--- config.mk ---
export PLATFORM = sky130hd
export DESIGN_NAME = rtc_tamper_subsec_alarm_priv
export DESIGN_NICKNAME = d
export VERILOG_FILES = /design/src/tamper_channel.v /design/src/rtc_tamper_subsec_alarm_priv.v
export VERILOG_INCLUDE_DIRS = /design/src
export SDC_FILE = /design/constraint.sdc
export NUM_CORES = 1
export LEC_CHECK = 0
export ABC_AREA = 0
export BUFFER_PORTS_ARGS = -buffer_cell sky130_fd_sc_hd__buf_2
export CORE_ASPECT_RATIO = 0.6
export CORE_MARGIN = 1
export CORE_UTILIZATION = 50
export CTS_BUF_LIST = sky130_fd_sc_hd__clkbuf_16
export DETAILED_ROUTE_END_ITERATION = 10
export PLACE_DENSITY = 0.84
export SYNTH_ARGS = -nofsm -noshare
export SYNTH_HDL_FRONTEND = slang
export SYNTH_HIERARCHICAL = 1
export SYNTH_SLANG_ARGS = --single-unit
--- constraint.sdc ---
create_clock -name ref_clk_i -period 2.7 [get_ports ref_clk_i]
set_input_delay 0.27 -clock ref_clk_i [delete_from_list [all_inputs] [get_ports ref_clk_i]]
set_output_delay 0.27 -clock ref_clk_i [all_outputs]
set_load 0.01 [all_outputs]
--- src/rtc_guard_consts.vh ---
`ifndef RTC_GUARD_CONSTS_VH
`define RTC_GUARD_CONSTS_VH

// Register byte offsets owned by this block
`define OFS_TAMPER_CONFIG   8'h40
`define OFS_ALARM0_SUBSEC   8'h44
`define OFS_ALARM1_SUBSEC   8'h48
`define OFS_PRIV_GUARD      8'h50

// Offsets of the neighbouring clock registers that are only gated here
`define OFS_TIME            8'h00
`define OFS_DATE            8'h04
`define OFS_CTRL            8'h08
`define OFS_PRESCALER       8'h10
`define OFS_WAKEUP          8'h14
`define OFS_CLOCK_OUT       8'h18
`define OFS_ALARM0_TD       8'h1C
`define OFS_ALARM1_TD       8'h20
`define OFS_SHIFT_CTRL      8'h2C
`define OFS_STAMP_TIME      8'h30
`define OFS_STAMP_SUBSEC    8'h38
`define OFS_BACKUP_BASE     9'h100
`define BACKUP_WORDS        32
`define ZONE_A_WORDS        8
`define ZONE_B_WORDS        8

// Tamper configuration fields
`define TC_WIPE             31
`define TC_KEEP1            20
`define TC_KEEP0            19
`define TC_ALARM_PUSHPULL   18
`define TC_PULLUP_OFF       15
`define TC_PRECHARGE_LENGTH_HI          14
`define TC_PRECHARGE_LENGTH_LO          13
`define TC_FLT_HI           12
`define TC_FLT_LO           11
`define TC_RATE_HI          10
`define TC_RATE_LO          8
`define TC_TO_STAMP         7
`define TC_POL1             4
`define TC_ON1              3
`define TC_IRQ_ON           2
`define TC_POL0             1
`define TC_ON0              0
`define TC_WR_MASK          32'h001C_FF9F

// Alarm sub-second fields
`define SS_WIDTH_HI         27
`define SS_WIDTH_LO         24
`define SS_WR_MASK          32'h0F00_7FFF

// Privilege guard fields
`define PG_ZONE_B           31
`define PG_ZONE_A           30
`define PG_GLOBAL           15
`define PG_CALENDAR         14
`define PG_CALIB            13
`define PG_TAMPER           12
`define PG_STAMP            3
`define PG_WAKEUP           2
`define PG_ALARM1           1
`define PG_ALARM0           0
`define PG_WR_MASK          32'hC000_F00F

`define REG_RESET           32'h0000_0000

// Sampling: base period is 2**15 clocks at rate code 0
`define SAMPLE_BASE_LOG2    15

`endif

--- src/tamper_channel.v ---
`timescale 1ns/1ps
`include "rtc_guard_consts.vh"

// One tamper input: pin synchroniser, edge detector and level filter
module tamper_channel (
  input  wire       clk_i,
  input  wire       rst_i,
  input  wire       pin_i,
  input  wire       on_i,
  input  wire       polarity_i,
  input  wire [1:0] filter_i,
  input  wire       sample_i,
  output reg        event_o
);

  reg [2:0] sync;
  reg       level;
  reg       level_prev;
  reg [3:0] hits;

  wire [3:0] target = 4'h1 << filter_i;
  // Level mode: polarity 1 means high is active, 0 means low
  wire       active = ~(level ^ polarity_i);               // [RULE_09]
  // Edge mode: polarity 0 rising, 1 falling
  wire       edge_seen = polarity_i ? (level_prev & ~level)
                                    : (~level_prev & level); // [RULE_09]

  always @(posedge clk_i) begin
    if (rst_i) begin
      sync       <= 3'h0;
      level      <= 1'b0;
      level_prev <= 1'b0;
    end else begin
      sync <= {sync[1:0], pin_i};
      if (sync[1] == sync[2])
        level <= sync[2];
      level_prev <= level;
    end
  end

  always @(posedge clk_i) begin
    if (rst_i) begin
      hits    <= 4'h0;
      event_o <= 1'b0;
    end else begin
      event_o <= 1'b0;
      if (!on_i) begin                                     // [RULE_10]
        hits <= 4'h0;
      end else if (filter_i == 2'h0) begin                 // [RULE_05]
        hits    <= 4'h0;
        event_o <= edge_seen;
      end else if (sample_i) begin
        // Count saturates at the target so a held level fires only once
        if (!active)
          hits <= 4'h0;
        else if (hits + 4'h1 == target) begin              // [RULE_06]
          hits    <= target;
          event_o <= 1'b1;
        end else if (hits != target)
          hits <= hits + 4'h1;
      end
    end
  end

endmodule

--- src/rtc_tamper_subsec_alarm_priv.v ---
`timescale 1ns/1ps
`include "rtc_guard_consts.vh"

// Overview of operation
// RULE_01: Writing one to the wipe trigger erases backup; it always reads zero.
// RULE_02: A tamper event wipes backup unless that input's keep bit is set.
// RULE_03: With pull-up not disabled, pins are pre-charged before each sample.
// RULE_04: Pre-charge length code 0..3 gives 1, 2, 4 or 8 clocks.
// RULE_05: Filter code zero selects edge detection and turns pre-charge off.
// RULE_06: Filter codes 1..3 need 2, 4 or 8 consecutive active samples.
// RULE_07: Sample rate code 0 samples every 32768 clocks, halving per step.
// RULE_08: Tamper-to-stamp makes a tamper event also set the stamp flag.
// RULE_09: Polarity picks rising/falling edge or low/high level per input.
// RULE_10: Each input detects only while its own enable bit is one.
// RULE_11: Tamper interrupt request is raised only while its enable is one.
// RULE_12: Software should disable tamper inputs before reconfiguring them.
// RULE_13: Alarm sub-second writes need that alarm off or calendar init mode.
// RULE_14: Match width zero skips the sub-second compare entirely.
// RULE_15: Match width n compares only the low n counter bits.
// RULE_16: Stored sub-second is 15 bits; counter bit 15 is never compared.
// RULE_17: Zone B guard makes zone B backup writes privileged only.
// RULE_18: Zone A guard makes zone A backup reads and writes privileged only.
// RULE_19: Global guard makes all other clock register writes privileged only.
// RULE_20: Calendar guard protects time, date and prescaler writes.
// RULE_21: Calibration guard protects shift, clock-output and control writes.
// RULE_22: Tamper, stamp, wakeup and alarm 1 guards protect their own writes.
// RULE_23: Alarm 0 guard protects alarm 0 configuration writes.
// RULE_24: A tamper event on input 0 or 1 sets that input's seen flag.
// RULE_25: Alarms compare against the live synchronous prescaler count.
// RULE_26: Refused writes are dropped and leave the register unchanged.
// RULE_27: Privilege of each access comes from the APB protection sideband.
module rtc_tamper_subsec_alarm_priv #(
  parameter SAMPLE_BASE_LOG2 = `SAMPLE_BASE_LOG2
) (
  input  wire        ref_clk_i,
  input  wire        rst_i,
  input  wire        psel_i,
  input  wire        penable_i,
  input  wire        pwrite_i,
  input  wire [11:0] paddr_i,
  input  wire [31:0] pwdata_i,
  input  wire [2:0]  pprot_i,
  output reg  [31:0] prdata_o,
  output reg         pready_o,
  output reg         pslverr_o,
  output reg         ext_wr_o,
  output reg         ext_rd_o,
  output reg  [11:0] ext_addr_o,
  output reg  [31:0] ext_wdata_o,
  input  wire [31:0] ext_rdata_i,
  input  wire [1:0]  tamper_pin_i,
  output reg         tamper_pullup_o,
  input  wire        alarm0_on_i,
  input  wire        alarm1_on_i,
  input  wire        calendar_init_mode_i,
  input  wire [15:0] subsec_count_i,
  output reg         alarm0_subsec_match_o,
  output reg         alarm1_subsec_match_o,
  output reg         backup_wipe_o,
  output reg         stamp_flag_set_o,
  output reg  [1:0]  tamper_seen_o,
  input  wire [1:0]  tamper_seen_clr_i,
  output reg         tamper_irq_o,
  output reg         alarm_pushpull_o
);

  localparam [3:0] C_NONE     = 4'd0;
  localparam [3:0] C_TAMPER   = 4'd1;
  localparam [3:0] C_ALARM0   = 4'd2;
  localparam [3:0] C_ALARM1   = 4'd3;
  localparam [3:0] C_PRIV     = 4'd4;

  localparam [3:0] C_CALENDAR = 4'd5;
  localparam [3:0] C_CALIB    = 4'd6;
  localparam [3:0] C_STAMP    = 4'd7;
  localparam [3:0] C_WAKEUP   = 4'd8;
  localparam [3:0] C_ZONE_A   = 4'd9;
  localparam [3:0] C_ZONE_B   = 4'd10;
  localparam [3:0] C_ZONE_C   = 4'd11;
  localparam [3:0] C_A0_TD    = 4'd12;
  localparam [3:0] C_A1_TD    = 4'd13;

  localparam [2:0] S_IDLE = 3'b001;
  localparam [2:0] S_WAIT = 3'b010;
  localparam [2:0] S_DONE = 3'b100;

  // Sized from the base so tests can shrink the period
  localparam [SAMPLE_BASE_LOG2-1:0] CNT_ONE = {{(SAMPLE_BASE_LOG2-1){1'b0}}, 1'b1};

  reg [31:0] tamper_config;
  reg [31:0] alarm0_subsecond;
  reg [31:0] alarm1_subsecond;
  reg [31:0] privilege_guard_control;

  reg [2:0]  state;
  reg        refused;
  reg [SAMPLE_BASE_LOG2-1:0] sample_cnt;
  reg        sample_strobe;

  wire [1:0] tamper_event;

  // Address class of a word offset
  function [3:0] addr_class;
    input [11:0] a;
    reg   [11:0] word;
    begin
      word = (a - {3'h0, `OFS_BACKUP_BASE}) >> 2;
      addr_class = C_NONE;
      if (a[1:0] != 2'b00)
        addr_class = C_NONE;
      else if (a >= {3'h0, `OFS_BACKUP_BASE} && word < `BACKUP_WORDS) begin
        if (word < `ZONE_A_WORDS)
          addr_class = C_ZONE_A;
        else if (word < `ZONE_A_WORDS + `ZONE_B_WORDS)
          addr_class = C_ZONE_B;
        else
          addr_class = C_ZONE_C;
      end else if (a[11:8] == 4'h0) begin
        case (a[7:0])
          `OFS_TAMPER_CONFIG: addr_class = C_TAMPER;
          `OFS_ALARM0_SUBSEC: addr_class = C_ALARM0;
          `OFS_ALARM1_SUBSEC: addr_class = C_ALARM1;
          `OFS_PRIV_GUARD:    addr_class = C_PRIV;
          `OFS_TIME, `OFS_DATE, `OFS_PRESCALER:
            addr_class = C_CALENDAR;
          `OFS_CTRL, `OFS_CLOCK_OUT, `OFS_SHIFT_CTRL:
            addr_class = C_CALIB;
          `OFS_WAKEUP:        addr_class = C_WAKEUP;
          `OFS_ALARM0_TD:     addr_class = C_A0_TD;
          `OFS_ALARM1_TD:     addr_class = C_A1_TD;
          8'h30, 8'h34, `OFS_STAMP_SUBSEC:
            addr_class = C_STAMP;
          default:            addr_class = C_NONE;
        endcase
      end
    end
  endfunction

  // Whether an access of this class passes the privilege guards
  function access_ok;
    input [3:0]  cls;
    input        wr;
    input        priv;
    input [31:0] g;
    reg          need;
    begin
      need = 1'b0;
      case (cls)
        C_ZONE_A:   need = g[`PG_ZONE_A];                       // [RULE_18]
        C_ZONE_B:   need = wr & g[`PG_ZONE_B];                  // [RULE_17]
        C_ZONE_C:   need = 1'b0;
        C_CALENDAR: need = wr & (g[`PG_CALENDAR] | g[`PG_GLOBAL]); // [RULE_20]
        C_CALIB:    need = wr & (g[`PG_CALIB] | g[`PG_GLOBAL]);    // [RULE_21]
        C_TAMPER:   need = wr & (g[`PG_TAMPER] | g[`PG_GLOBAL]);   // [RULE_22]
        C_STAMP:    need = wr & (g[`PG_STAMP] | g[`PG_GLOBAL]);    // [RULE_22]
        C_WAKEUP:   need = wr & (g[`PG_WAKEUP] | g[`PG_GLOBAL]);   // [RULE_22]
        C_ALARM1, C_A1_TD:
                    need = wr & (g[`PG_ALARM1] | g[`PG_GLOBAL]);   // [RULE_22]
        C_ALARM0, C_A0_TD:
                    need = wr & (g[`PG_ALARM0] | g[`PG_GLOBAL]);   // [RULE_23]
        C_PRIV:     need = wr & g[`PG_GLOBAL];                  // [RULE_19]
        default:    need = 1'b0;
      endcase
      access_ok = (cls != C_NONE) & (~need | priv);
    end
  endfunction

  // Sub-second compare over the low n bits; bit 15 of the count never enters
  function subsec_hit;
    input [31:0] r;
    input [15:0] cnt;
    reg   [14:0] mask;
    begin
      mask = ~(15'h7FFF << r[`SS_WIDTH_HI:`SS_WIDTH_LO]);          // [RULE_15]
      subsec_hit = (((cnt[14:0] ^ r[14:0]) & mask) == 15'h0000);   // [RULE_16]
    end
  endfunction

  wire [3:0] req_class = addr_class(paddr_i);
  wire       req_priv  = pprot_i[0];                                // [RULE_27]
  wire       req_ok    = access_ok(req_class, pwrite_i, req_priv,
                                   privilege_guard_control);

  wire       req_ext   = (req_class != C_TAMPER) && (req_class != C_ALARM0) &&
                         (req_class != C_ALARM1) && (req_class != C_PRIV);

  wire       a0_open   = ~alarm0_on_i | calendar_init_mode_i;       // [RULE_13]
  wire       a1_open   = ~alarm1_on_i | calendar_init_mode_i;       // [RULE_13]

  // Local writes land on the taking edge
  wire       wr_take   = (state == S_IDLE) & psel_i & penable_i & pwrite_i & req_ok;
  wire       wipe_wr   = wr_take & (req_class == C_TAMPER) & pwdata_i[`TC_WIPE];

  wire [1:0]  tamper_filter_count  = tamper_config[`TC_FLT_HI:`TC_FLT_LO];
  wire [1:0]  precharge_length = tamper_config[`TC_PRECHARGE_LENGTH_HI:`TC_PRECHARGE_LENGTH_LO];
  wire [2:0]  rate = tamper_config[`TC_RATE_HI:`TC_RATE_LO];
  // Small bases make high rate codes sample every clock
  wire [SAMPLE_BASE_LOG2-1:0] period_last =
    ({SAMPLE_BASE_LOG2{1'b1}} >> rate);                             // [RULE_07]
  wire [SAMPLE_BASE_LOG2-1:0] precharge_length_len = CNT_ONE << precharge_length;           // [RULE_04]
  wire        precharge_length_use = ~tamper_config[`TC_PULLUP_OFF] & (tamper_filter_count != 2'h0); // [RULE_05]

  // APB slave: two wait states, answer registered
  always @(posedge ref_clk_i) begin
    if (rst_i) begin
      state     <= S_IDLE;
      pready_o  <= 1'b0;
      pslverr_o <= 1'b0;
      prdata_o  <= `REG_RESET;
      ext_wr_o  <= 1'b0;
      ext_rd_o  <= 1'b0;
      ext_addr_o  <= 12'h000;
      ext_wdata_o <= `REG_RESET;
      refused     <= 1'b0;
    end else begin
      ext_wr_o <= 1'b0;
      ext_rd_o <= 1'b0;
      pready_o <= 1'b0;
      case (state)
        S_IDLE: begin
          if (psel_i && penable_i) begin
            state       <= S_WAIT;
            ext_addr_o  <= paddr_i;
            ext_wdata_o <= pwdata_i;
            // Refused accesses report an error and never reach the target;
            // held back so the error rises with ready
            refused     <= ~req_ok;                                 // [RULE_26]
            ext_wr_o    <= pwrite_i & req_ok & req_ext;
            ext_rd_o    <= ~pwrite_i & req_ok & req_ext;
            prdata_o    <= `REG_RESET;
            if (!pwrite_i && req_ok) begin
              case (req_class)
                C_TAMPER: prdata_o <= tamper_config;                // [RULE_01]
                C_ALARM0: prdata_o <= alarm0_subsecond;
                C_ALARM1: prdata_o <= alarm1_subsecond;
                C_PRIV:   prdata_o <= privilege_guard_control;
                default:  prdata_o <= `REG_RESET;
              endcase
            end
          end
        end
        S_WAIT: begin
          // External read data returns one cycle after the strobe
          if (ext_rd_o)
            prdata_o <= ext_rdata_i;
          pready_o <= 1'b1;
          pslverr_o <= refused;
          state    <= S_DONE;
        end
        S_DONE: begin
          pslverr_o <= 1'b0;
          state     <= S_IDLE;
        end
        default: state <= S_IDLE;
      endcase
    end
  end

  // Local register writes
  always @(posedge ref_clk_i) begin
    if (rst_i) begin
      tamper_config           <= `REG_RESET;
      alarm0_subsecond        <= `REG_RESET;
      alarm1_subsecond        <= `REG_RESET;
      privilege_guard_control <= `REG_RESET;
    end else if (wr_take) begin
      case (req_class)
        C_TAMPER: tamper_config <= pwdata_i & `TC_WR_MASK;          // [RULE_01]
        C_ALARM0: if (a0_open)
                    alarm0_subsecond <= pwdata_i & `SS_WR_MASK;     // [RULE_26]
        C_ALARM1: if (a1_open)
                    alarm1_subsecond <= pwdata_i & `SS_WR_MASK;     // [RULE_26]
        C_PRIV:   privilege_guard_control <= pwdata_i & `PG_WR_MASK;
        default:  tamper_config <= tamper_config;
      endcase
    end
  end

  // Sample timer with pre-charge window just before each sample point
  always @(posedge ref_clk_i) begin
    if (rst_i) begin
      sample_cnt      <= {SAMPLE_BASE_LOG2{1'b0}};
      sample_strobe   <= 1'b0;
      tamper_pullup_o <= 1'b0;
    end else begin
      if (sample_cnt >= period_last) begin
        sample_cnt    <= {SAMPLE_BASE_LOG2{1'b0}};
        sample_strobe <= 1'b1;
      end else begin
        sample_cnt    <= sample_cnt + CNT_ONE;
        sample_strobe <= 1'b0;
      end
      // Pull-up covers the last precharge_length_len counts before the strobe
      tamper_pullup_o <= precharge_length_use &
                         (sample_cnt >= period_last - precharge_length_len) &
                         (sample_cnt < period_last);                // [RULE_03]
    end
  end

  // Both channels share the filter and the sample strobe
  genvar gi;
  generate
    for (gi = 0; gi < 2; gi = gi + 1) begin : chan
      tamper_channel u_chan (
        .clk_i      (ref_clk_i),
        .rst_i      (rst_i),
        .pin_i      (tamper_pin_i[gi]),
        .on_i       (tamper_config[gi ? `TC_ON1 : `TC_ON0]),        // [RULE_10]
        .polarity_i (tamper_config[gi ? `TC_POL1 : `TC_POL0]),
        .filter_i   (tamper_filter_count),
        .sample_i   (sample_strobe),
        .event_o    (tamper_event[gi])
      );
    end
  endgenerate

  // Keep bits spare only the tamper wipe, not the trigger
  wire [1:0] tamper_erase = tamper_event &
    ~{tamper_config[`TC_KEEP1], tamper_config[`TC_KEEP0]};          // [RULE_02]

  // Event outputs; a set in the same cycle as a clear wins
  always @(posedge ref_clk_i) begin
    if (rst_i) begin
      backup_wipe_o         <= 1'b0;
      stamp_flag_set_o      <= 1'b0;
      tamper_seen_o         <= 2'b00;
      tamper_irq_o          <= 1'b0;
      alarm0_subsec_match_o <= 1'b0;
      alarm1_subsec_match_o <= 1'b0;
      alarm_pushpull_o      <= 1'b0;
    end else begin
      backup_wipe_o    <= wipe_wr | (|tamper_erase);                // [RULE_01] [RULE_02]
      stamp_flag_set_o <= tamper_config[`TC_TO_STAMP] & (|tamper_event); // [RULE_08]
      tamper_seen_o    <= (tamper_seen_o & ~tamper_seen_clr_i) | tamper_event; // [RULE_24]
      tamper_irq_o     <= tamper_config[`TC_IRQ_ON] & (|tamper_seen_o); // [RULE_11]

      alarm0_subsec_match_o <= subsec_hit(alarm0_subsecond, subsec_count_i); // [RULE_14] [RULE_25]
      alarm1_subsec_match_o <= subsec_hit(alarm1_subsecond, subsec_count_i); // [RULE_14] [RULE_25]
      alarm_pushpull_o <= tamper_config[`TC_ALARM_PUSHPULL];
    end
  end

endmodule

== After elaboration in Yosys (flattened, before gate mapping) ==
Cells that the tools add are included.

* Reduce and logical (&&, ||, !) cells: 41
* Eq/ne operators: 42
* Bitwise operators: 67
* Multiplexer cells: 33
* Shifts and indexed selects: 5
* Add/subtract/negate cells: 5
* Magnitude comparators: 7

{| class="wikitable"
|+ Operators with widths
! cell !! number
|-
| case mux 32 bit (4 select lines) || 1
|-
| two-way mux 32 bit || 3
|-
| case mux 32 bit (2 select lines) || 1
|-
| == test 8 x 6 -> 1 bit, second input constant || 5
|-
| two-way mux 4 bit || 10
|-
| case mux 4 bit (10 select lines) || 1
|-
| == test 8 x 5 -> 1 bit, second input constant || 4
|-
| == test 8 x 7 -> 1 bit, second input constant || 4
|-
| AND 15 bit || 2
|-
| >= comparator 15 bit || 2
|-
| logical NOT 15 bit || 2
|-
| NOT 15 bit || 2
|-
| left shift 15 x 4 -> 15 bit, first input constant || 2
|-
| bitwise XOR 15 bit || 2
|-
| AND 1 bit || 29
|-
| == test 4 bit, second input constant || 5
|-
| OR reduction 3 bit || 6
|-
| == test 4 x 3 -> 1 bit, second input constant || 4
|-
| OR reduction 2 bit || 8
|-
| adder 15 x 1 -> 15 bit, second input constant || 1
|-
| < comparator 15 bit || 1
|-
| left shift 1 x 2 -> 15 bit, first input constant || 1
|-
| right shift 15 x 3 -> 15 bit, first input constant || 1
|-
| subtractor 15 bit || 1
|-
| other kinds (43) || 102
|}

* Input bits: 107
* Flip-flop bits (word level): 194
* Word-level logic and storage cells: 233

== Depth between registers and ports, before layout ==
Gate-level depths: netlist (run 1).

* Depth after elaboration: 16
* Depth in mapped cells: 12
* Depth with buffers taken out: 11

== Hierarchy ==
Netlist (run 1), hierarchy kept.

{| class="wikitable"
|+ Modules (own cells, without submodules)
! module !! area each (um^2) !! seq. area each (um^2) !! cells each !! instances
|-
| rtc_tamper_subsec_alarm_priv || 8660.8 || 3483.3 || 1014 || 1
|-
| tamper_channel || 616.8 || 200.2 || 72 || 2
|}

== Least setup slack after synthesis (run 1) ==
Ideal clock, no wire load.

* Path type: in2reg
* Start point: input paddr_i[11]
* End point: register privilege_guard_control[31]
* Setup slack: -0.116 ns
* Stages: 10
* Library setup time: 0.123 ns
* Arrival time: 2.693 ns
* Cell sequence: or4b_4 o21a_1 a211o_4 or3b_1 a21oi_2 o21ai_2 a31oi_4 or2_1 buf_2 mux2_1

* Longest elaborated chain between the ends: 14
* Elaborated cells on any way between the ends: 33
* Those cells by class: 1 x add/sub; 4 x order compare; 12 x eq/ne; 6 x mux; 4 x bitwise; 6 x reduce/logical

{| class="wikitable"
|+ Ends and longest elaborated chain
! element !! line !! source
|-
| from (decl) || rtc_tamper_subsec_alarm_priv.v:40 || <nowiki>input wire [11:0] paddr_i,</nowiki>
|-
| subtractor 12 x 9 -> 12 bit || rtc_tamper_subsec_alarm_priv.v:107 || <nowiki>word = (a - {3'h0, `OFS_BACKUP_BASE}) >> 2;</nowiki>
|-
| < comparator 10 x 5 -> 1 bit (no line) || -- ||
|-
| two-way mux 1 bit || rtc_tamper_subsec_alarm_priv.v:114 || <nowiki>else if (word < `ZONE_A_WORDS + `ZONE_B_WORDS)</nowiki>
|-
| two-way mux 4 bit || rtc_tamper_subsec_alarm_priv.v:112 || <nowiki>if (word < `ZONE_A_WORDS)</nowiki>
|-
| two-way mux 4 bit (*) || rtc_tamper_subsec_alarm_priv.v:111 || <nowiki>else if (a >= {3'h0, `OFS_BACKUP_BASE} && word < `BACKUP_WORDS) begin</nowiki>
|-
| two-way mux 4 bit (*) || rtc_tamper_subsec_alarm_priv.v:109 || <nowiki>if (a[1:0] != 2'b00)</nowiki>
|-
| == test 4 x 2 -> 1 bit / == test 4 bit (equally long branches) || rtc_tamper_subsec_alarm_priv.v:148 || <nowiki>case (cls)</nowiki>
|-
| OR reduction 2 bit || rtc_tamper_subsec_alarm_priv.v:148 ||
|-
| case mux 1 bit (10 select lines) || rtc_tamper_subsec_alarm_priv.v:148 ||
|-
| NOT 1 bit || rtc_tamper_subsec_alarm_priv.v:164 || <nowiki>access_ok = (cls != C_NONE) & (~need | priv);</nowiki>
|-
| OR 1 bit || rtc_tamper_subsec_alarm_priv.v:164 ||
|-
| AND 1 bit || rtc_tamper_subsec_alarm_priv.v:164 ||
|-
| AND 1 bit || rtc_tamper_subsec_alarm_priv.v:191 || <nowiki>wire wr_take = (state == S_IDLE) & psel_i & penable_i & pwrite_i & req_ok;</nowiki>
|-
| AND reduction 2 bit (no line) (*) || -- ||
|-
| to (signal assigned) || rtc_tamper_subsec_alarm_priv.v:265 || <nowiki>privilege_guard_control <= `REG_RESET;</nowiki>
|-
| to (signal assigned) || rtc_tamper_subsec_alarm_priv.v:273 || <nowiki>C_PRIV: privilege_guard_control <= pwdata_i & `PG_WR_MASK;</nowiki>
|-
| to (decl) || rtc_tamper_subsec_alarm_priv.v:93 || <nowiki>reg [31:0] privilege_guard_control;</nowiki>
|}

Every way passes the cells marked *; elsewhere a longest branch is shown, timed or not.
A chain may end at the register's enable or synchronous reset.

== Final worst setup path (run 1) ==
* Start point: input paddr_i[9]
* End point: register prdata_o[3]

* Longest elaborated chain between the ends: 16
* Elaborated cells on any way between the ends: 36
* Those cells by class: 1 x add/sub; 4 x order compare; 12 x eq/ne; 10 x mux; 3 x bitwise; 6 x reduce/logical

{| class="wikitable"
|+ Ends and longest elaborated chain
! element !! line !! source
|-
| subtractor 12 x 9 -> 12 bit || rtc_tamper_subsec_alarm_priv.v:107 ||
|-
| < comparator 10 x 5 -> 1 bit (no line) || -- ||
|-
| two-way mux 1 bit || rtc_tamper_subsec_alarm_priv.v:114 ||
|-
| two-way mux 4 bit || rtc_tamper_subsec_alarm_priv.v:112 ||
|-
| two-way mux 4 bit (*) || rtc_tamper_subsec_alarm_priv.v:111 ||
|-
| two-way mux 4 bit (*) || rtc_tamper_subsec_alarm_priv.v:109 ||
|-
| == test 4 x 2 -> 1 bit / == test 4 bit (equally long branches) || rtc_tamper_subsec_alarm_priv.v:148, rtc_tamper_subsec_alarm_priv.v:232 ||
|-
| OR reduction 2 bit || rtc_tamper_subsec_alarm_priv.v:148 ||
|-
| case mux 1 bit (10 select lines) || rtc_tamper_subsec_alarm_priv.v:148 ||
|-
| NOT 1 bit || rtc_tamper_subsec_alarm_priv.v:164 ||
|-
| OR 1 bit || rtc_tamper_subsec_alarm_priv.v:164 ||
|-
| AND 1 bit || rtc_tamper_subsec_alarm_priv.v:164 ||
|-
| logical AND 1 bit || rtc_tamper_subsec_alarm_priv.v:231 || <nowiki>if (!pwrite_i && req_ok) begin</nowiki>
|-
| two-way mux 32 bit (*) || rtc_tamper_subsec_alarm_priv.v:231 ||
|-
| two-way mux 32 bit (*) || rtc_tamper_subsec_alarm_priv.v:221 || <nowiki>if (psel_i && penable_i) begin</nowiki>
|-
| case mux 32 bit (2 select lines) (*) || rtc_tamper_subsec_alarm_priv.v:219 || <nowiki>case (state)</nowiki>
|-
| to (signal assigned) || rtc_tamper_subsec_alarm_priv.v:230 || <nowiki>prdata_o <= `REG_RESET;</nowiki>
|-
| to (signal assigned) || rtc_tamper_subsec_alarm_priv.v:233 || <nowiki>C_TAMPER: prdata_o <= tamper_config;</nowiki>
|-
| to (signal assigned) || rtc_tamper_subsec_alarm_priv.v:234 || <nowiki>C_ALARM0: prdata_o <= alarm0_subsecond;</nowiki>
|-
| to (decl) || rtc_tamper_subsec_alarm_priv.v:43 || <nowiki>output reg [31:0] prdata_o,</nowiki>
|}

Every way passes the cells marked *; elsewhere a longest branch is shown, timed or not. The select of a mux whose other input is x is not followed.

==> results of run 1 <==
## registers in the layout, summed over array words and instances (netlist names), 3 cells and up
| name | cells |
|---|---|
| alarm0_subsecond | 19 |
| alarm1_subsecond | 19 |
| chan.u_chan/hits | 8 |
| chan.u_chan/sync | 6 |
| ext_addr_o | 12 |
| ext_wdata_o | 32 |
| prdata_o | 32 |
| privilege_guard_control | 10 |
| sample_cnt | 15 |
| state | 3 |
| tamper_config | 17 |
## report_power, final
| group | internal (W) | total, W | leakage [nW] | switching (W) |
|---|---|---|---|---|
| logic | 0.000247 | 0.000594 | 3.53 | 0.000347 |
| clock network | 0.00139 | 0.00262 | 0.286 | 0.00122 |
| registers | 0.00293 | 0.00297 | 1.57 | 0.0000384 |
## metrics by stage
| stage | utilization, % | TNS, ns | instance area, µm² | cells |
|---|---|---|---|---|
| 3_5_place_dp | 59.7 | -31.67 | 11500 | 1618 |
| 4_1_cts | 63.2 | 0 | 12100 | 1654 |
| 2_1_floorplan | - | -1.05 | 9920 | 1158 |
| 3_3_place_gp | 59.7 | -25.54 | 11500 | 1618 |
| 6_report | 64.2 | -0.159 | 12300 | 1662 |
| 5_1_grt | 64.1 | -1.57 | 12300 | 1661 |
## layer usage
| metal | share of wire, % | wire length [µm] | global-route usage [%] | vias to the layer above |
|---|---|---|---|---|
| met5 | 0.042 | 13 | 0 | - |
| met4 | 1.4 | 440 | 7.50 | 2 |
| met3 | 13 | 3950 | 9.99 | 42 |
| met2 | 42 | 12700 | 42.4 | 513 |
| met1 | 44 | 13500 | 42.7 | 4540 |
| li1 | - | - | - | 4495 |
## layout by cell type, fill, tap and decap left out, types with 16 or more instances in the layout
master	netlist	final
xnor2_1	32	32
buf_4	0	75
o21ai_0	68	62
nor2_1	95	93
nor2b_1	28	28
nand2b_1	82	82
buf_2	6	189
xor2_1	21	21
nor3_1	22	22
a21oi_1	78	78
inv_1	16	16
ha_1	18	18
mux2i_1	69	68
nand2_1	141	141
nand3_1	25	25
clkbuf_16	0	18
dfxtp_1	194	193
## cell families after synthesis
family                   count (synthesis)  synth area share [%]
adder cells (fa/ha/maj)                 19                  2.38
AND/OR/NAND/NOR                        468                  24.2
flip-flops                             194                  39.3
multiplexers                            78                  8.00
buffers and inverters                   91                  4.69
AO/OA/AOI/OAI                          252                  16.2
other                                    1                0.0379
XOR/XNOR                                55                  5.17
## final timing paths
kind / to / slack [ns] / cells after the start
worst max-delay path: prdata_o[3] / -0.05 / 11
worst min-delay path: chan[1].u_chan/sync[0] / 0.03 / 2
worst min register to register: chan[0].u_chan/sync[1] / 0.44 / 1
worst max register to register: tamper_pullup_o / 0.18 / 11
## repair_timing
action                                  4_1_cts  5_1_grt
endpoints found under the setup margin        8       80
hold buffers                                  0        0
resized for setup                            10       28
setup buffers                                 4        5
gates cloned                                  0        2
pin swaps                                     4       12
endpoints found under the hold margin         0        0
## area by class of cell
cell class	count	area (µm²)	area share, %
multi-input cells	874	5680	46.1
diodes	1	2.50	0.0203
clock inverters	15	174	1.41
clock buffers	17	425	3.46
flip-flops and latches	194	3880	31.6
inverters	16	60.1	0.488
repair buffers	279	1750	14.2
well taps	266	333	2.71
==> qor.yml, run 1 <==
path_clk_slew_ns: 0.08
drcViolationCount: 0
grt_pass1_vias: 8840
fp.dieH_um: 111
fmax_mhz: 364
rsz0062_at_grt: "yes"
synth.most_common_cell: "dfxtp_1"
worst_pin_slew_ns: 1.30
slowest_delay_ns: 0.59
synth_seq_area_share_pct: 39.3
worstPathCellList: "buf_6 -> or4b_4 -> o21a_1 -> a211o_4 -> buf_12 -> mux2_2 -> a222oi_1 -> buf_4 -> o211ai_1 -> o21ai_1 -> nor2_1"
gr-total-overflow: 0
area_growth_pct: 24.3
cp_max_fo: 8
setup_slack_ns: -0.0482
rows: 39
worstPathArrival_ns: 3.06
min_path_type: "in2reg"
gp_congestion: 0.919
vias: 9592
slew_headroom_pct: 13.2
dieArea_mm2: 0.0204
final_antenna_net_count: 0
status: "finished with violations"
antenna_found_initial: 1
hold_viol: 0
core-area_mm2: 0.0192
drt_first_pass_iters: 8
drt-wirelength-per-cell_um: 18.5
power_density_mw_per_mm2: 502
ys_top_cells_by_area: "dfxtp_1, mux2i_1, nand2_1"
p_total_w: 0.00618
endpoint_kind: "flop"
synth_cell_types: 76
synth_area_leader_cell: "dfxtp_1"
cts-root-buf: "clkbuf_16"
grt.total_usage_pct: 29.8
irDropWorstVdd_uv: 473
synth_area_mm2: 0.00989
critical_path_class: "in2reg"
skew_ns: 0.00898
regToRegStartpoint: "tamper_config[13]"
ctsHtreeMaxLevel: 4
cts_num_sinks: 194
viasPerCell: 5.77
yosys-top-cells-count: "dfxtp_1, nand2_1, nor2_1"
crit_family: "compound AO/OA/AOI/OAI gates"
finalSetupViolCount: 11
grt_pass1_wl_um: 47200
synth_nets: 1283
worstPathBufferInverterCount: 3
hpwl_um: 22300
syn_inst: 1158
min_period_ns: 2.75
synth_top_area_share_pct: 39.3
cp.required_ns: 3.01
cp-start-kind: "primary input"
worst_hold_slack_ns: 0.0297
hp-start: "tamper_pin_i[1]"
synth_edf_count: 0
start_util_pct: 51.6
cts-buffers-inserted: 17
maxCapViolCount: 0
synth_area_per_cell_um2: 8.54
period_share_pct: 102
clk_latency_ns: 0.45
yosys_warnings: 6
synth_top_flop_cell: "dfxtp_1"
async_flop_share_pct: 0
drt_iter0_drc: 1024
power.leakage_nw: 5.39
max-clock-path-buffers: 2
drive_gt1_share_pct: 25.7
nFillCells: 1583
violations: "setup timing"
die_w_um: 184
critPathLaunch: "paddr_i[9]"
routed_wl_um: 30700
cp_slowest_cell: "or4b_4"
port-buffer-count: 192
dpl_worst_slack_ns: -0.639
maxSlewViolCount: 0
io_pins: 196
cts_tree: "done"
synth-seq-cells: 194
finalNetCount: 1507
grt_max_degree: 101
No activity file was read; power rests on OpenSTA's default activity.
==> run 2: changes to the inputs <==
--- a/config.mk
+++ b/config.mk
@@ -8,10 +8,12 @@
 export LEC_CHECK = 0
 export ABC_AREA = 0
 export BUFFER_PORTS_ARGS = -buffer_cell sky130_fd_sc_hd__buf_2
+export CELL_PAD_IN_SITES_DETAIL_PLACEMENT = 0
+export CELL_PAD_IN_SITES_GLOBAL_PLACEMENT = 1
 export CORE_ASPECT_RATIO = 0.6
 export CORE_MARGIN = 1
-export CORE_UTILIZATION = 50
-export CTS_BUF_LIST = sky130_fd_sc_hd__clkbuf_16
+export CORE_UTILIZATION = 37
+export CTS_BUF_LIST = sky130_fd_sc_hd__clkbuf_4 sky130_fd_sc_hd__clkbuf_8 sky130_fd_sc_hd__clkbuf_16
 export DETAILED_ROUTE_END_ITERATION = 10
 export PLACE_DENSITY = 0.84
 export SYNTH_ARGS = -nofsm -noshare
==> run 2 against run 1 <==
Net effect: first-iteration DRC count decreased by 13%; largest cell class unchanged; cell area increased by 1.1%; routed wire length rose by 2.4%; die area is 35% higher; maximum frequency is 0.16% higher; the flow still finishes with violations (setup timing); hold slack improved by 0.020 ns; highest routed layer is now met4; register-to-register slack worse by 0.09 ns; non-clock buffer count grew 12; sequential cell count unchanged.
==> qor.yml, run 2 (synthesis results as in run 1) <==
status: "finished with violations"
violations: "setup timing"
routed_wl_um: 31400
gp_congestion: 0.900
gr-total-overflow: 0
grt_max_degree: 96
cts_num_sinks: 194
vias: 9286
finalNetCount: 1518
max-clock-path-buffers: 2
path_clk_slew_ns: 0.07
cts_tree: "done"
core-area_mm2: 0.0258
die_w_um: 213
fp.dieH_um: 129
placed_area_mm2: 0.0117
use_met2_pct: 28.7
multi_input_area_mm2: 0.00562
hp-start: "tamper_pin_i[1]"
port-buffer-count: 192
use_met3_pct: 6.37
cp_max_fo: 9
holdBufCountCts: 0
period_share_pct: 102
slew_headroom_pct: 40.8
grt_pass1_vias: 8367
critPathLaunch: "paddr_i[11]"
fmax_mhz: 364
final_antenna_net_count: 0
final_area_mm2: 0.0124
min_path_type: "in2reg"
dieArea_mm2: 0.0274
area_growth_pct: 25.7
io_pins: 196
grt.total_usage_pct: 22.6
min_period_ns: 2.74
ctsHtreeMaxLevel: 4
hpwl_um: 23700
grt_pass1_wl_um: 47300
drive_gt1_share_pct: 26.0
start_util_pct: 38.4
worst_hold_slack_ns: 0.0501
p_total_w: 0.00616
mostFrequentLayoutCells: "dfxtp_1, buf_2, nand2_1"
worst_pin_slew_ns: 0.887
rows: 45
drt_first_pass_iters: 6
hold_viol: 0
finalSetupViolCount: 14
skew_ns: 0.0108
nFillCells: 2523
maxSlewViolCount: 0
drt_iter0_drc: 895
cts-root-buf: "clkbuf_16"
antenna_found_initial: 1
top_regs: "ext_wdata_o x32, prdata_o x32"
viasPerCell: 5.28
drcViolationCount: 0
power.leakage_nw: 5.45
endpoint_kind: "flop"
maxCapViolCount: 0
power_density_mw_per_mm2: 496
regToRegStartpoint: "tamper_config[13]"
irDropWorstVdd_uv: 470
gr-usage-met1_pct: 35.9
layout_commonest_cell: "dfxtp_1"
cts-buffers-inserted: 17
drt-wirelength-per-cell_um: 17.8
critical_path_class: "in2reg"
top_usage_layer: "met1"
rsz0062_at_grt: "yes"
cp.required_ns: 3.08
clk_latency_ns: 0.45
worstPathArrival_ns: 3.12
regArea_mm2: 0.00388
cp-start-kind: "primary input"
setup_slack_ns: -0.0437
run 2: per-stage QoR:
step	cells	setup TNS, ns	utilization, %	worst slack, ns
finish	1759	-0.393	48.2	-0.0437
global route	1758	-1.55	48.2	-0.0826
CTS	1748	0	47.5	0.0255
detailed placement	1716	-28.94	45.2	-0.457
global placement	1716	-27.83	45.2	-0.417
floorplan	1158	-1.05	-	-0.0498
run 2: final cells by class:
cell class	instances	area share, %
inverters	16	0.483
diodes	1	0.0201
repair buffers	291	14.8
clock inverters	15	1.38
multi-input cells	873	45.2
well taps	352	3.54
flip-flops and latches	194	31.2
clock buffers	17	3.42
run 2: final timing paths:
kind                                  to  slack [ns]  cells past startpoint
setup reg to reg         tamper_pullup_o        0.09                     11
hold reg to reg          ext_wdata_o[21]        0.45                      2
hold / removal    chan[1].u_chan/sync[0]        0.05                      2
setup / recovery     alarm1_subsecond[9]       -0.04                     12
run 2: worst max-delay path: stages:
cell       delay, ns
buf_2           0.11
or4b_4          0.58
o21a_1          0.15
a211o_4         0.37
buf_4           0.15
nor4b_1         0.32
o21ai_1         0.15
a31oi_4         0.30
nand3b_1        0.22
buf_12          0.14
clkbuf_16       0.17
mux2i_1         0.18
run 2: power breakdown:
group          internal (W)  switching (W)
clock network       0.00139        0.00121
registers           0.00293      0.0000402
logic              0.000247       0.000345
run 2: metal layers:
metal / share of wire [%] / wire length (µm)
met2: 37 / 11800
met4: 1.1 / 335
met5: 0 / 0
met3: 9.8 / 3090
met1: 52 / 16200
run 2: what timing repair did:
| item | CTS | global route |
|---|---|---|
| endpoints found under the setup margin | 0 | 63 |
| buffers inserted | 0 | 8 |
| resized for setup | 0 | 17 |
==> run 3: changes to the inputs <==
--- a/config.mk
+++ b/config.mk
@@ -15,6 +15,7 @@
 export CORE_UTILIZATION = 37
 export CTS_BUF_LIST = sky130_fd_sc_hd__clkbuf_4 sky130_fd_sc_hd__clkbuf_8 sky130_fd_sc_hd__clkbuf_16
 export DETAILED_ROUTE_END_ITERATION = 10
+export HOLD_SLACK_MARGIN = 0.15
 export PLACE_DENSITY = 0.84
 export SYNTH_ARGS = -nofsm -noshare
 export SYNTH_HDL_FRONTEND = slang
==> run 3 against run 2 <==
Net effect: the flow still finishes with violations (setup timing); sequential power barely moved; final cell count rose by 2.6%; critical path depth did not move; largest power group unchanged.
==> qor.yml, run 3 (synthesis results as in run 1) <==
status: "finished with violations"
violations: "setup timing"
maxSlewViolCount: 0
routed_wl_um: 32100
grt_pass1_wl_um: 48200
slew_headroom_pct: 42.1
gp_congestion: 0.900
die_w_um: 213
port-buffer-count: 192
gr-total-overflow: 0
max-clock-path-buffers: 2
drt-wirelength-per-cell_um: 17.8
grt.total_usage_pct: 23.0
cp.required_ns: 3.07
finalSetupViolCount: 13
hold_viol: 0
drt_first_pass_iters: 7
drcViolationCount: 0
vias: 9494
setup_slack_ns: -0.0593
viasPerCell: 5.26
period_share_pct: 102
min_period_ns: 2.76
ctsHtreeMaxLevel: 4
dieArea_mm2: 0.0274
final_cells: 1804
worstPathCellList: "buf_2 -> or4b_4 -> o21a_1 -> a211o_4 -> buf_4 -> nor4b_1 -> o21ai_1 -> a31oi_4 -> nand3b_1 -> buf_12 -> clkbuf_16 -> mux2i_1"
diodes: 0
power_density_mw_per_mm2: 483
mostFrequentLayoutCells: "dfxtp_1, buf_2, nand2_1"
start_util_pct: 38.4
multi_input_area_mm2: 0.00562
cp_slowest_cell: "or4b_4"
area_growth_pct: 30.3
final_antenna_net_count: 0
slowest_delay_ns: 0.58
clk_latency_ns: 0.44
p_total_w: 0.00623
dpl_worst_slack_ns: -0.457
min_path_type: "in2reg"
core-area_mm2: 0.0258
finalNetCount: 1564
top_regs: "ext_wdata_o x32, prdata_o x32"
endpoint_kind: "flop"
skew_ns: 0.0118
maxCapViolCount: 0
drt_iter0_drc: 956
cts_num_sinks: 194
antenna_found_initial: 0
cts-buffers-inserted: 17
grt_max_degree: 96
worst_pin_slew_ns: 0.868
power.leakage_nw: 5.64
drive_gt1_share_pct: 25.1
worstPathArrival_ns: 3.13
rsz0062_at_grt: "yes"
cts_tree: "done"
io_pins: 196
layout_commonest_cell: "dfxtp_1"
regArea_mm2: 0.00388
grt_pass1_vias: 8543
cp-start-kind: "primary input"
critical_path_class: "in2reg"
cp_max_fo: 9
worst_hold_slack_ns: 0.186
rows: 45
fp.dieH_um: 129
irDropWorstVdd_uv: 493
nFillCells: 2472
path_clk_slew_ns: 0.08
hpwl_um: 23700
cts-root-buf: "clkbuf_16"
fmax_mhz: 362
dp.cells: 1716
[run 3: final timing paths]
| path | from | end | slack [ns] | cells after the start |
|---|---|---|---|---|
| setup reg to reg | tamper_config[13] | tamper_pullup_o | 0.09 | 11 |
| hold / removal | penable_i | state[1] | 0.19 | 3 |
| hold reg to reg | ext_wdata_o[0] | ext_wdata_o[0] | 0.46 | 2 |
| setup / recovery | paddr_i[11] | alarm1_subsecond[13] | -0.06 | 12 |
[run 3: area by class of cell]
type                    instances  share of cell area [%]
multi-input cells             873                    43.6
flip-flops and latches        194                    30.1
repair buffers                337                    17.8
well taps                     352                    3.42
clock buffers                  17                    3.30
clock inverters                15                    1.33
inverters                      16                   0.466
[run 3: repair_timing]
item	4_1_cts	5_1_grt
endpoints found under the hold margin	60	0
setup buffers	0	8
hold buffers	46	0
endpoints found under the setup margin	0	63
gates resized for setup	0	16
[run 3: critical path: cells and delay by family]
family	cells	cell delay [ns]
multiplexers	1	0.19
buffers and inverters	4	0.57
AND/OR/NAND/NOR	3	1.12
AO/OA/AOI/OAI	4	0.96
[run 3: per-stage QoR]
stage	TNS [ns]	area, µm²	utilization, %
after floorplan	-1.05	9920	-
after global placement	-27.83	11700	45.2
after detailed placement	-28.94	11700	45.2
after CTS	0	12700	49.3
after global routing	-1.57	12900	50.0
final	-0.433	12900	50.0
[run 3: report_power, final]
part	internal, W	switching [W]	total (W)
combinational	0.000290	0.000356	0.000647
clock	0.00139	0.00122	0.00261
sequential	0.00293	0.0000406	0.00297
total	0.00461	0.00162	0.00623
[run 3: layer usage]
| layer | up-vias | routed length (µm) | part of all wire (%) | track usage (%) |
|---|---|---|---|---|
| li1 | 4611 | - | - | - |
| met1 | 4489 | 16600 | 52 | 36.3 |
| met2 | 377 | 12300 | 38 | 30.0 |
| met3 | 17 | 2880 | 9.0 | 5.98 |
| met4 | 0 | 272 | 0.85 | 5.46 |
| met5 | - | 0 | 0 | 0 |
